$ cat src/core/sbtc_pkg.sv
// Package for the sixteen bit timer/counter: register map, control
// fields, reset values and timing constants.
// Assumes a 20 MHz system clock that also stands for the oscillator.
package sbtc_pkg;

  // Register byte addresses on the APB slave.
  localparam logic [7:0] OFS_CTRL     = 8'h00;
  localparam logic [7:0] OFS_CNT_LOW  = 8'h04;
  localparam logic [7:0] OFS_CNT_HIGH = 8'h08;
  localparam logic [7:0] OFS_FLAG     = 8'h0c;
  localparam logic [7:0] OFS_ENABLE   = 8'h10;
  localparam logic [7:0] OFS_DIR      = 8'h14;
  localparam logic [7:0] OFS_PORT     = 8'h18;

  // Control register field positions.
  localparam int CTRL_RUN   = 0;
  localparam int CTRL_CS    = 1;
  localparam int CTRL_SYNCN = 2;
  localparam int CTRL_OSCEN = 3;
  localparam int CTRL_PS_LO = 4;
  localparam int CTRL_PS_HI = 5;
  localparam logic [7:0] CTRL_MASK = 8'h3f;

  // Flag and enable bit positions, reset values.
  localparam int FLAG_OVF = 0;
  localparam int EN_OVF   = 0;
  localparam logic [7:0]  CTRL_RESET  = 8'h00;
  localparam logic [15:0] CNT_RESET   = 16'h0000;
  localparam logic [15:0] CNT_MAX     = 16'hffff;
  localparam logic [1:0]  DIR_RESET   = 2'h3;

  // Timing: the instruction clock is the oscillator divided by four.
  localparam int SYS_CLK_HZ = 20_000_000;
  localparam int OSC_DIV    = 4;
  localparam logic [1:0] INST_LAST = 2'(OSC_DIV - 1);

endpackage : sbtc_pkg

$ cat src/core/sbtc_prescale.sv
// Input clock prescaler: passes one of every 1, 2, 4 or 8 input ticks.
// Assumes tick_in is a one-cycle pulse on sys_clk.
`timescale 1ns/10ps
module sbtc_prescale (
  input  wire logic       sys_clk,
  input  wire logic       arst_n,
  input  wire logic       clear,
  input  wire logic [1:0] ratio_sel,
  input  wire logic       tick_in,
  output logic            tick_out
);

  typedef struct packed {
    logic [2:0] cnt;
  } sbtc_pre_s;

  sbtc_pre_s st;
  sbtc_pre_s next_st;
  logic [2:0] last;

  // Select code to terminal count: 00->0, 01->1, 10->3, 11->7.
  function automatic logic [2:0] sbtc_last(input logic [1:0] sel);
    sbtc_last = 3'((4'h1 << sel) - 4'h1);
  endfunction : sbtc_last

  assign last     = sbtc_last(ratio_sel);
  assign tick_out = tick_in && (st.cnt >= last);

  // Count input ticks, wrapping at the selected terminal count.
  always_comb begin
    next_st = st;
    if (clear) begin
      next_st.cnt = 3'h0;
    end else if (tick_in) begin
      next_st.cnt = (st.cnt >= last) ? 3'h0 : 3'(st.cnt + 3'h1);
    end
  end

  // State register.
  always_ff @(posedge sys_clk or negedge arst_n) begin
    if (!arst_n) begin
      st <= '0;
    end else begin
      st <= next_st;
    end
  end

endmodule : sbtc_prescale

$ cat src/core/sbtc_sync2.sv
// Two flip-flop synchroniser for pin inputs.
// Assumes inputs arrive from outside the sys_clk domain.
`timescale 1ns/10ps
module sbtc_sync2 #(
  parameter int W = 2
) (
  input  wire logic         sys_clk,
  input  wire logic         arst_n,
  input  wire logic [W-1:0] din,
  output logic      [W-1:0] dout
);

  typedef struct packed {
    logic [W-1:0] s1;
    logic [W-1:0] s2;
  } sbtc_sync_s;

  sbtc_sync_s st;
  sbtc_sync_s next_st;

  // The first stage is read only by the second stage.
  always_comb begin
    next_st.s1 = din;
    next_st.s2 = st.s1;
  end

  // State register.
  always_ff @(posedge sys_clk or negedge arst_n) begin
    if (!arst_n) begin
      st <= '0;
    end else begin
      st <= next_st;
    end
  end

  assign dout = st.s2;

endmodule : sbtc_sync2

$ cat src/core/sbtc_top.sv
// Sixteen bit timer/counter with APB register access.
// Assumes a 20 MHz sys_clk, an APB master on the same clock, and a
// capture/compare unit on the same clock driving cc_unit_clear.
//
// Notes on behaviour
// - The count is two readable and writable bytes, high and low.
// - The count runs from 0000h to FFFFh and wraps to 0000h.
// - Each wrap sets the overflow flag, which stays until software clears it.
// - The interrupt request is raised only while the overflow enable is set.
// - In timer mode the count advances once per instruction cycle.
// - In counter mode the count advances on each rising external edge.
// - Clock select high picks the external pin, low picks oscillator/4.
// - Run control high lets the counter run, low holds the count.
// - The capture/compare reset input clears the count.
// - With the crystal enabled both shared pins are inputs and read as 0.
// - Prescale select 00, 01 and 11 give 1:1, 1:2 and 1:8.
// - Crystal enable runs the low-power oscillator; clear turns it off.
// - In counter mode sync_disable_n high skips the synchronising stage.
// - In timer mode the synchronise bit is ignored.
// - Control bits 7 and 6 read as zero and ignore writes.
`timescale 1ns/10ps
module sbtc_top (
  input  wire logic        sys_clk,
  input  wire logic        arst_n,
  input  wire logic        psel,
  input  wire logic        penable,
  input  wire logic        pwrite,
  input  wire logic [7:0]  paddr,
  input  wire logic [31:0] pwdata,
  output logic             pready,
  output logic             pslverr,
  output logic      [31:0] prdata,
  input  wire logic        cc_unit_clear,
  input  wire logic [1:0]  port_pin_in,
  output logic      [1:0]  port_pin_out,
  output logic      [1:0]  port_pin_oe,
  output logic             crystal_osc_run,
  output logic             overflow_irq
);

  ////////////////////////////////////////////////////////////////////////
  // State.

  typedef struct packed {
    logic [7:0]  ctrl;
    logic [15:0] count;
    logic        overflow_flag;
    logic        overflow_irq_enable;
    logic [1:0]  port_c_direction;
    logic [1:0]  port_data;
    logic [1:0]  div;
    logic        src_prev;
    logic        edge_q;
    logic [31:0] rdata;
  } sbtc_state_s;

  sbtc_state_s st;
  sbtc_state_s next_st;

  logic [1:0] pins_sync;
  logic       run_control;
  logic       clock_source_select;
  logic       sync_disable_n;
  logic       crystal_osc_enable;
  logic [1:0] prescale_sel;
  logic       setup;
  logic       wr_acc;
  logic       mapped;
  logic       inst_tick;
  logic       ext_src;
  logic       ext_edge;
  logic       pre_in;
  logic       pre_out;
  logic       count_tick;
  logic       wr_low;
  logic       wr_high;
  logic       wr_flag;
  logic       inc;

  ////////////////////////////////////////////////////////////////////////
  // Decode.

  // Address decode shared by reads and writes.
  function automatic logic sbtc_mapped(input logic [7:0] a);
    sbtc_mapped = (a == sbtc_pkg::OFS_CTRL) ||
                  (a == sbtc_pkg::OFS_CNT_LOW) ||
                  (a == sbtc_pkg::OFS_CNT_HIGH) ||
                  (a == sbtc_pkg::OFS_FLAG) ||
                  (a == sbtc_pkg::OFS_ENABLE) ||
                  (a == sbtc_pkg::OFS_DIR) ||
                  (a == sbtc_pkg::OFS_PORT);
  endfunction : sbtc_mapped

  // Control fields.
  assign run_control         = st.ctrl[sbtc_pkg::CTRL_RUN];
  assign clock_source_select = st.ctrl[sbtc_pkg::CTRL_CS];
  assign sync_disable_n      = st.ctrl[sbtc_pkg::CTRL_SYNCN];
  assign crystal_osc_enable  = st.ctrl[sbtc_pkg::CTRL_OSCEN];
  assign prescale_sel        = {st.ctrl[sbtc_pkg::CTRL_PS_HI],
                                st.ctrl[sbtc_pkg::CTRL_PS_LO]};

  // Bus phases: read data is captured in setup, writes land in access.
  assign mapped  = sbtc_mapped(paddr);
  assign setup   = psel && !penable;
  assign wr_acc  = psel && penable && pwrite && mapped;
  assign wr_low  = wr_acc && (paddr == sbtc_pkg::OFS_CNT_LOW);
  assign wr_high = wr_acc && (paddr == sbtc_pkg::OFS_CNT_HIGH);
  assign wr_flag = wr_acc && (paddr == sbtc_pkg::OFS_FLAG);

  // Zero wait state slave; unmapped addresses answer with an error.
  assign pready  = 1'b1;
  assign pslverr = psel && penable && !mapped;
  assign prdata  = st.rdata;

  ////////////////////////////////////////////////////////////////////////
  // Pins.

  // Both shared pins pass two flip-flops before any logic sees them.
  sbtc_sync2 #(
    .W (2)
  ) u_sync (
    .sys_clk (sys_clk),
    .arst_n  (arst_n),
    .din     (port_pin_in),
    .dout    (pins_sync)
  );

  // The crystal takes both pins as inputs whatever the direction bits.
  assign port_pin_oe     = crystal_osc_enable ? 2'h0 :
                           ~st.port_c_direction;
  assign port_pin_out    = st.port_data;
  assign crystal_osc_run = crystal_osc_enable;

  ////////////////////////////////////////////////////////////////////////
  // Count source.

  // Instruction clock tick, one cycle in four.
  assign inst_tick = (st.div == sbtc_pkg::INST_LAST);

  // Crystal input pin when the oscillator runs, else the clock pin.
  assign ext_src  = crystal_osc_enable ? pins_sync[1] : pins_sync[0];
  assign ext_edge = ext_src && !st.src_prev;

  // Timer mode ignores the synchronise bit entirely.
  assign pre_in = clock_source_select ? ext_edge : inst_tick;

  sbtc_prescale u_pre (
    .sys_clk   (sys_clk),
    .arst_n    (arst_n),
    .clear     (wr_low || wr_high),
    .ratio_sel (prescale_sel),
    .tick_in   (pre_in),
    .tick_out  (pre_out)
  );

  // Synchronised counting passes the prescaled edge through one more
  // phase-aligning stage; unsynchronised counting takes it directly.
  assign count_tick = (clock_source_select && !sync_disable_n) ?
                      st.edge_q : pre_out;
  assign inc = run_control && count_tick;

  ////////////////////////////////////////////////////////////////////////
  // Next state.

  // Registers, counter and flag; reset beats count writes, count writes beat counting, a wrap beats a flag write.
  always_comb begin
    next_st          = st;
    next_st.div      = 2'(st.div + 2'h1);
    next_st.src_prev = ext_src;
    next_st.edge_q   = clock_source_select && pre_out;

    // Counter: clear, load a byte, or increment with wrap.
    if (cc_unit_clear) begin
      next_st.count = sbtc_pkg::CNT_RESET;
    end else if (wr_low || wr_high) begin
      if (wr_low) begin
        next_st.count[7:0] = pwdata[7:0];
      end
      if (wr_high) begin
        next_st.count[15:8] = pwdata[7:0];
      end
    end else if (inc) begin
      next_st.count = 16'(st.count + 16'h0001);
    end

    // Other register writes.
    if (wr_acc) begin
      case (paddr)
        sbtc_pkg::OFS_CTRL: begin
          next_st.ctrl = pwdata[7:0] & sbtc_pkg::CTRL_MASK;
        end
        sbtc_pkg::OFS_ENABLE: begin
          next_st.overflow_irq_enable = pwdata[sbtc_pkg::EN_OVF];
        end
        sbtc_pkg::OFS_DIR: begin
          next_st.port_c_direction = pwdata[1:0];
        end
        sbtc_pkg::OFS_PORT: begin
          next_st.port_data = pwdata[1:0];
        end
        default: begin
        end
      endcase
    end

    // Writing 0 clears the flag; a wrap in the same cycle wins.
    if (wr_flag) begin
      next_st.overflow_flag = pwdata[sbtc_pkg::FLAG_OVF];
    end
    if (inc && !cc_unit_clear && !wr_low && !wr_high &&
        (st.count == sbtc_pkg::CNT_MAX)) begin
      next_st.overflow_flag = 1'b1;
    end

    // Read data captured in the setup cycle.
    if (setup && !pwrite) begin
      next_st.rdata = 32'h0000_0000;
      case (paddr)
        sbtc_pkg::OFS_CTRL: begin
          next_st.rdata[7:0] = st.ctrl & sbtc_pkg::CTRL_MASK;
        end
        sbtc_pkg::OFS_CNT_LOW: begin
          next_st.rdata[7:0] = st.count[7:0];
        end
        sbtc_pkg::OFS_CNT_HIGH: begin
          next_st.rdata[7:0] = st.count[15:8];
        end
        sbtc_pkg::OFS_FLAG: begin
          next_st.rdata[sbtc_pkg::FLAG_OVF] = st.overflow_flag;
        end
        sbtc_pkg::OFS_ENABLE: begin
          next_st.rdata[sbtc_pkg::EN_OVF] = st.overflow_irq_enable;
        end
        sbtc_pkg::OFS_DIR: begin
          next_st.rdata[1:0] = st.port_c_direction;
        end
        sbtc_pkg::OFS_PORT: begin
          next_st.rdata[1:0] = crystal_osc_enable ? 2'h0 :
                               pins_sync;
        end
        default: begin
          next_st.rdata = 32'h0000_0000;
        end
      endcase
    end
  end

  // State register; control clears so the counter starts stopped.
  always_ff @(posedge sys_clk or negedge arst_n) begin
    if (!arst_n) begin
      st                     <= '0;
      st.ctrl                <= sbtc_pkg::CTRL_RESET;
      st.count               <= sbtc_pkg::CNT_RESET;
      st.port_c_direction    <= sbtc_pkg::DIR_RESET;
    end else begin
      st <= next_st;
    end
  end

  // Interrupt request gated by the enable bit.
  assign overflow_irq = st.overflow_flag && st.overflow_irq_enable;
endmodule : sbtc_top

$ cat config.mk
export PLATFORM = sky130hd
export DESIGN_NAME = sbtc_top
export DESIGN_NICKNAME = d
export VERILOG_FILES = /design/src/core/sbtc_pkg.sv /design/src/core/sbtc_prescale.sv /design/src/core/sbtc_sync2.sv /design/src/core/sbtc_top.sv
export SDC_FILE = /design/constraint.sdc
export NUM_CORES = 1
export LEC_CHECK = 0
export BUFFER_PORTS_ARGS = -buffer_cell sky130_fd_sc_hd__buf_2
export CAP_MARGIN = 5
export CORE_MARGIN = 3
export CORE_UTILIZATION = 53
export CTS_CLUSTER_DIAMETER = 150
export DETAILED_ROUTE_END_ITERATION = 6
export GPL_TIMING_DRIVEN = 1
export PLACE_DENSITY = 0.8
export SYNTH_ARGS = -nofsm -noshare
export SYNTH_HDL_FRONTEND = slang
export SYNTH_SLANG_ARGS = --single-unit
export TNS_END_PERCENT = 30
$ cat constraint.sdc
create_clock -name sys_clk -period 2.8 [get_ports sys_clk]
set_input_delay 0.28 -clock sys_clk [delete_from_list [all_inputs] [get_ports sys_clk]]
set_output_delay 0.28 -clock sys_clk [all_outputs]
set_load 0.01 [all_outputs]
# == Word level (Yosys, flattened, before mapping) ==
# Index checks and enable logic that the tools add are counted.
# W data, S select, Z words.
# op_classes
mul,0
n_reduce_logical,44
addsub,4
n_eq_ne,10
n_div,0
n_shift,1
bitwise,1
mux,18
magnitude_cmp,1
# op_table
cell,n
$mux W16,3
$eq A8 B5 Y1 const B,3
$logic_and A1 B1 Y1,19
$pmux W6 S3,1
$add A16 B1 Y16 const B,1
$eq A16 B16 Y1 const B,1
$eq A8 B4 Y1 const B,2
$mux W8,2
$reduce_and A2 Y1,6
$mux W3,3
$eq A8 B3 Y1 const B,1
$logic_not A1 Y1,8
$logic_not A8 Y1,1
$logic_or A1 B1 Y1,7
$pmux W1 S7,1
$ne A3 B3 Y1 const B,2
$mux W1,5
$pmux W1 S5,1
$mux W2,2
$reduce_bool A2 Y1,2
$add A3 B1 Y3 const B,1
$ge A3 B3 Y1,1
$reduce_bool A3 Y1,1
$shl A1 B2 Y3 const A,1
other kinds (4),4
# totals
memories,0
inputBits,48
rom_bits,0
out_inout_bits,40
ramBits,0
latchBits,0
regBits,47
elab_cells,93

# == Longest topological paths before layout ==
# logic_depth
depth_word,14
mapped_depth,9
depth_no_buf,8

# == Modules after synthesis ==
# A second synthesis with hierarchy kept.
# hier_totals
hier_cells,335
hier_area_um2,3111.7
# by_module_without_submodules
module,instances,area_each_um2,seq_area_each_um2,cells_each
sbtc_top,1,2752.6,1003.5,304
sbtc_prescale,1,259.0,75.1,27
sbtc_sync2,1,100.1,100.1,4

# == Worst setup path after synthesis ==
# Ideal clock, no wire load.
# synth_path
kind,reg-to-reg
startpoint,"register st, in the netlist prescale_sel[1]"
endpoint,register st[55] (netlist name)
setup_slack_ns,0.360
synth_period_minus_slack_ns,2.440
setup_time_ns,0.121
arrival_time_ns,2.319
required_ns,2.679
stages_incl_launch_ff,10
n_path_buf,1
path_cell_list,dfrtp_1 > or2_2 > ha_1 > nand2b_1 > a31oi_1 > o31ai_2 > a211oi_1 > buf_2 > nor2_1 > o22a_1
# synth_via
elab_chain_len,8
# synth_rtl
element,line_no,text
start: declaration,sbtc_top.sv:57,sbtc_state_s st;
start signal: assignment,sbtc_top.sv:256,st <= next_st;
$shl A1 B2 Y3,sbtc_prescale.sv:23,sbtc_last = 3'((4'h1 << sel) - 4'h1);
$sub A3 B1 Y3,sbtc_prescale.sv:23,
$ge A3 B3 Y1,sbtc_prescale.sv:27,assign tick_out = tick_in && (st.cnt >= last);
$logic_and A1 B1 Y1,sbtc_prescale.sv:27,
$mux W1,sbtc_top.sv:158,assign count_tick = (clock_source_select && !sync_disable_n) ?
$logic_and A1 B1 Y1,sbtc_top.sv:160,assign inc = run_control && count_tick;
$reduce_bool A3 Y1 (no line),-,
$reduce_and A2 Y1 (no line),-,
# No other way between the ends.
# A chain may end at the register's enable or synchronous reset.

# == Worst setup path after layout ==
# layout_path
startpoint,"register st, in the netlist prescale_sel[1]"
endpoint,register st[53] (netlist name)
# Same word-level chain as after synthesis.

==> impl_metrics.py <==
metrics = {
    "cells_and_area": {
        "nets": 425,
        "area_growth_pct": 7.18,
        "drive_above_1_share": 0.212,
        "final_util": 0.593,
        "n_antenna_cell": 0,
    },
    "worst_setup_path": {
        "crit_path_top_delay_cell": "dfrtp_1",
        "r2r-end": "st[53]",
        "cp-start-kind": "flip-flop",
        "cp_num_buf_inv": 1,
        "cp-startpoint": "prescale_sel[1]",
        "rr_worst_depth": 9,
        "r2r_start": "prescale_sel[1]",
        "cp_max_fo": 11,
        "critical-path-max-stage-delay_ps": 420,
        "cpLargestDelayFamily": "compound AO/OA/AOI/OAI gates",
        "rrSetupSlack_ps": 320,
        "endpoint_kind": "flip-flop",
        "worst_ep_required_time_ps": 3000,
        "crit_arrival_ps": 2680,
        "path_cells": "or2_2 -> ha_1 -> nand2b_1 -> a31oi_1 -> o31ai_2 -> a211oi_1 -> buf_4 -> a21oi_1 -> o2bb2a_1",
        "critPathKind": "reg -> reg",
    },
    "routing": {
        "routed_via_density": 6.01,
        "drtAntennaViolNets": 0,
        "wl_microns": 7240,
        "vias": 2669,
        "firstDrtPassIters": 5,
        "drcViolationCount": 0,
        "wl_per_cell_microns": 16.3,
        "drt_iter0_drc": 277,
    },
    "min_path": {
        "min_to": "u_sync.next_st[1]",
        "hold_class": "in -> reg",
        "holdCritStartpoint": "port_pin_in[1]",
        "min_path_cells": 1,
    },
    "timing": {
        "tns_ps": 0,
        "fmax_mhz": 403,
        "whs_ps": 69.9,
        "worst_pin_slew_ps": 1040,
        "drv_slew": 0,
        "skew_ps": 7.96,
        "finalHoldViolCount": 0,
        "min_period_ps": 2480,
        "period_share": 0.886,
        "max_slew_margin": 0.305,
        "finalWorstSetupSlack_ps": 318,
        "rsz0062_at_grt": "false",
        "setup_viol": 0,
    },
    "grt": {
        "grt_pass1_vias": 2386,
        "grt_usage": 0.226,
        "grt_first_pass_wirelength_microns": 11500,
        "grt_max_degree": 48,
        "grt_antenna_before_repair": 0,
        "grt.overflow.total": 0,
    },
    "yosys": {
        "synth_flop_cell": "dfrtp_1",
        "ys.warnings.count": 0,
        "synth_area_leaders": "dfrtp_1, buf_4, a21oi_1",
        "yosys_register_bits": 47,
        "synth_area_leader_cell": "dfrtp_1",
        "synthTopCellsByCount": "dfrtp_1, buf_4, a21oi_1",
        "avgSynthCellArea_sq_um": 8.92,
        "synth_edf_count": 0,
        "synthCells": 344,
        "synth.distinct_cells": 55,
        "seq_area_frac_synth": 0.384,
        "netlist_area_sq_um": 3070,
        "synthArstFlopShare": 1.00,
        "yosysMostFrequentCell": "dfrtp_1",
        "synth.top_cell.area_share": 0.367,
    },
    "placed_design": {
        "routabilityCongestion": 0.950,
        "hpwlAfterDp_microns": 5260,
        "io_buffer_count": 38,
        "post-place-ws_ps": 334,
    },
    "power_and_ir_drop": {
        "clkPwrFrac": 0.388,
        "combPwrFrac": 0.088,
        "p_sw_frac": 0.250,
        "p_int_mw": 0.982,
        "pwr-share-seq": 0.524,
        "peakVddDrop_mv": 0.225,
        "power_switching_mw": 0.328,
        "leakagePower_nw": 1.52,
        "power.density_nw_per_um2": 398,
    },
    "clock_network": {
        "holdBufCountCts": 0,
        "clock_sinks": 47,
        "cts.repair.resized": 0,
        "numCtsBuffers": 5,
        "cts_tree": "yes",
        "clock_path_buffers": 2,
        "clock_latency_ps": 310,
        "cts_root_buf": "clkbuf_8",
        "path_clk_slew_ps": 90,
        "h-tree-depth": 2,
        "post_cts_buffers": 0,
    },
    "floorplanning": {
        "num_io_pins": 88,
        "rows": 27,
        "die_h_microns": 82.1,
        "core_sq_um": 5540,
        "fp.dieArea_sq_um": 6740,
        "chipWidth_microns": 82.1,
        "start_util": 0.554,
    },
    "status": {
        "status": "finished clean",
    },
    "flow_run": {
        "drv_cap": 0,
    },
}
==> power by group through the flow <==
stage / sequential [mW] / combinational, mW / clock [mW]
after global placement: 0.699 / 0.112 / 0
after CTS: 0.686 / 0.115 / 0.514
after detailed placement: 0.699 / 0.114 / 0
final: 0.686 / 0.116 / 0.508
after floorplan: 0.699 / 0.0872 / 0
after global routing: 0.687 / 0.129 / 0.541
==> through the flow <==
step | area, sq um | instances | total power [mW]
floorplan | 3150 | 367 | 0.786
global placement | 3180 | 436 | 0.812
detailed placement | 3180 | 436 | 0.814
CTS | 3290 | 444 | 1.31
global route | 3290 | 444 | 1.36
finish | 3290 | 444 | 1.31
==> placed cells by master, fill, tap and decap left out, drive strengths merged, types with 5 or more instances in the layout <==
cell type  count
buf           48
dfrtp         45
a21oi         31
nand2         30
nor2          30
conb          25
o21ai         18
nand3         12
mux2i         10
nor3          10
mux2          10
inv            9
o31ai          8
and3           6
ha             6
clkbuf         5
==> how the worst max path moves through the flow <==
stage | cells past startpoint | slack (ps) | to
after floorplan | 9 | 360 | st[55]
after global placement | 9 | 370 | st[53]
after detailed placement | 9 | 330 | st[53]
after CTS | 9 | 320 | st[53]
after global routing | 9 | 200 | st[53]
final | 9 | 320 | st[53]
==> final cells by class <==
type / count / area, sq um
multi-input cells: 259 / 1600
clock inverters: 3 / 43.8
clock buffers: 5 / 68.8
flip-flops and latches: 47 / 1180
well taps: 72 / 90.1
fillers: 512 / 2250
inverters: 10 / 37.5
repair buffers: 48 / 265
==> kinds of logic (layout without fill, tap and decap cells) <==
family                     count (synthesis)  after routing  synth area share
adders and majority gates                  6              6            0.0245
AOI/OAI and AO/OA                         88             88             0.184
DFF                                       47             47             0.384
xor gates and xnor gates                   1              1           0.00286
buffers and inverters                     61             66             0.121
and+or+nand+nor                          119            119             0.206
other                                      2             25           0.00245
muxes                                     20             20            0.0754
==> layer usage <==
layer	vias up	global-route usage	wire, microns
met3	20	0.0461	500
met2	125	0.372	3490
met4	0	0.0797	146
li1	1233	-	-
met5	-	0	0
met1	1291	0.294	3100
==> sequential cells by signal (all words and copies together), names as in the netlist <==
name,flops
run_control,1
u_pre.st,3
clock_source_select,1
u_sync.next_st,2
prescale_sel,2
u_sync.dout,2
crystal_osc_run,1
prdata,8
port_pin_out,2
st,25
==> worst reg2reg max path, cell delays in order (launching register included) <==
cell      delay, ps
dfrtp_1         420
or2_2           300
ha_1            260
nand2b_1        140
a31oi_1         320
o31ai_2         160
a211oi_1        220
buf_4           210
a21oi_1          50
o2bb2a_1        290
(Power assumes the default switching activity.)
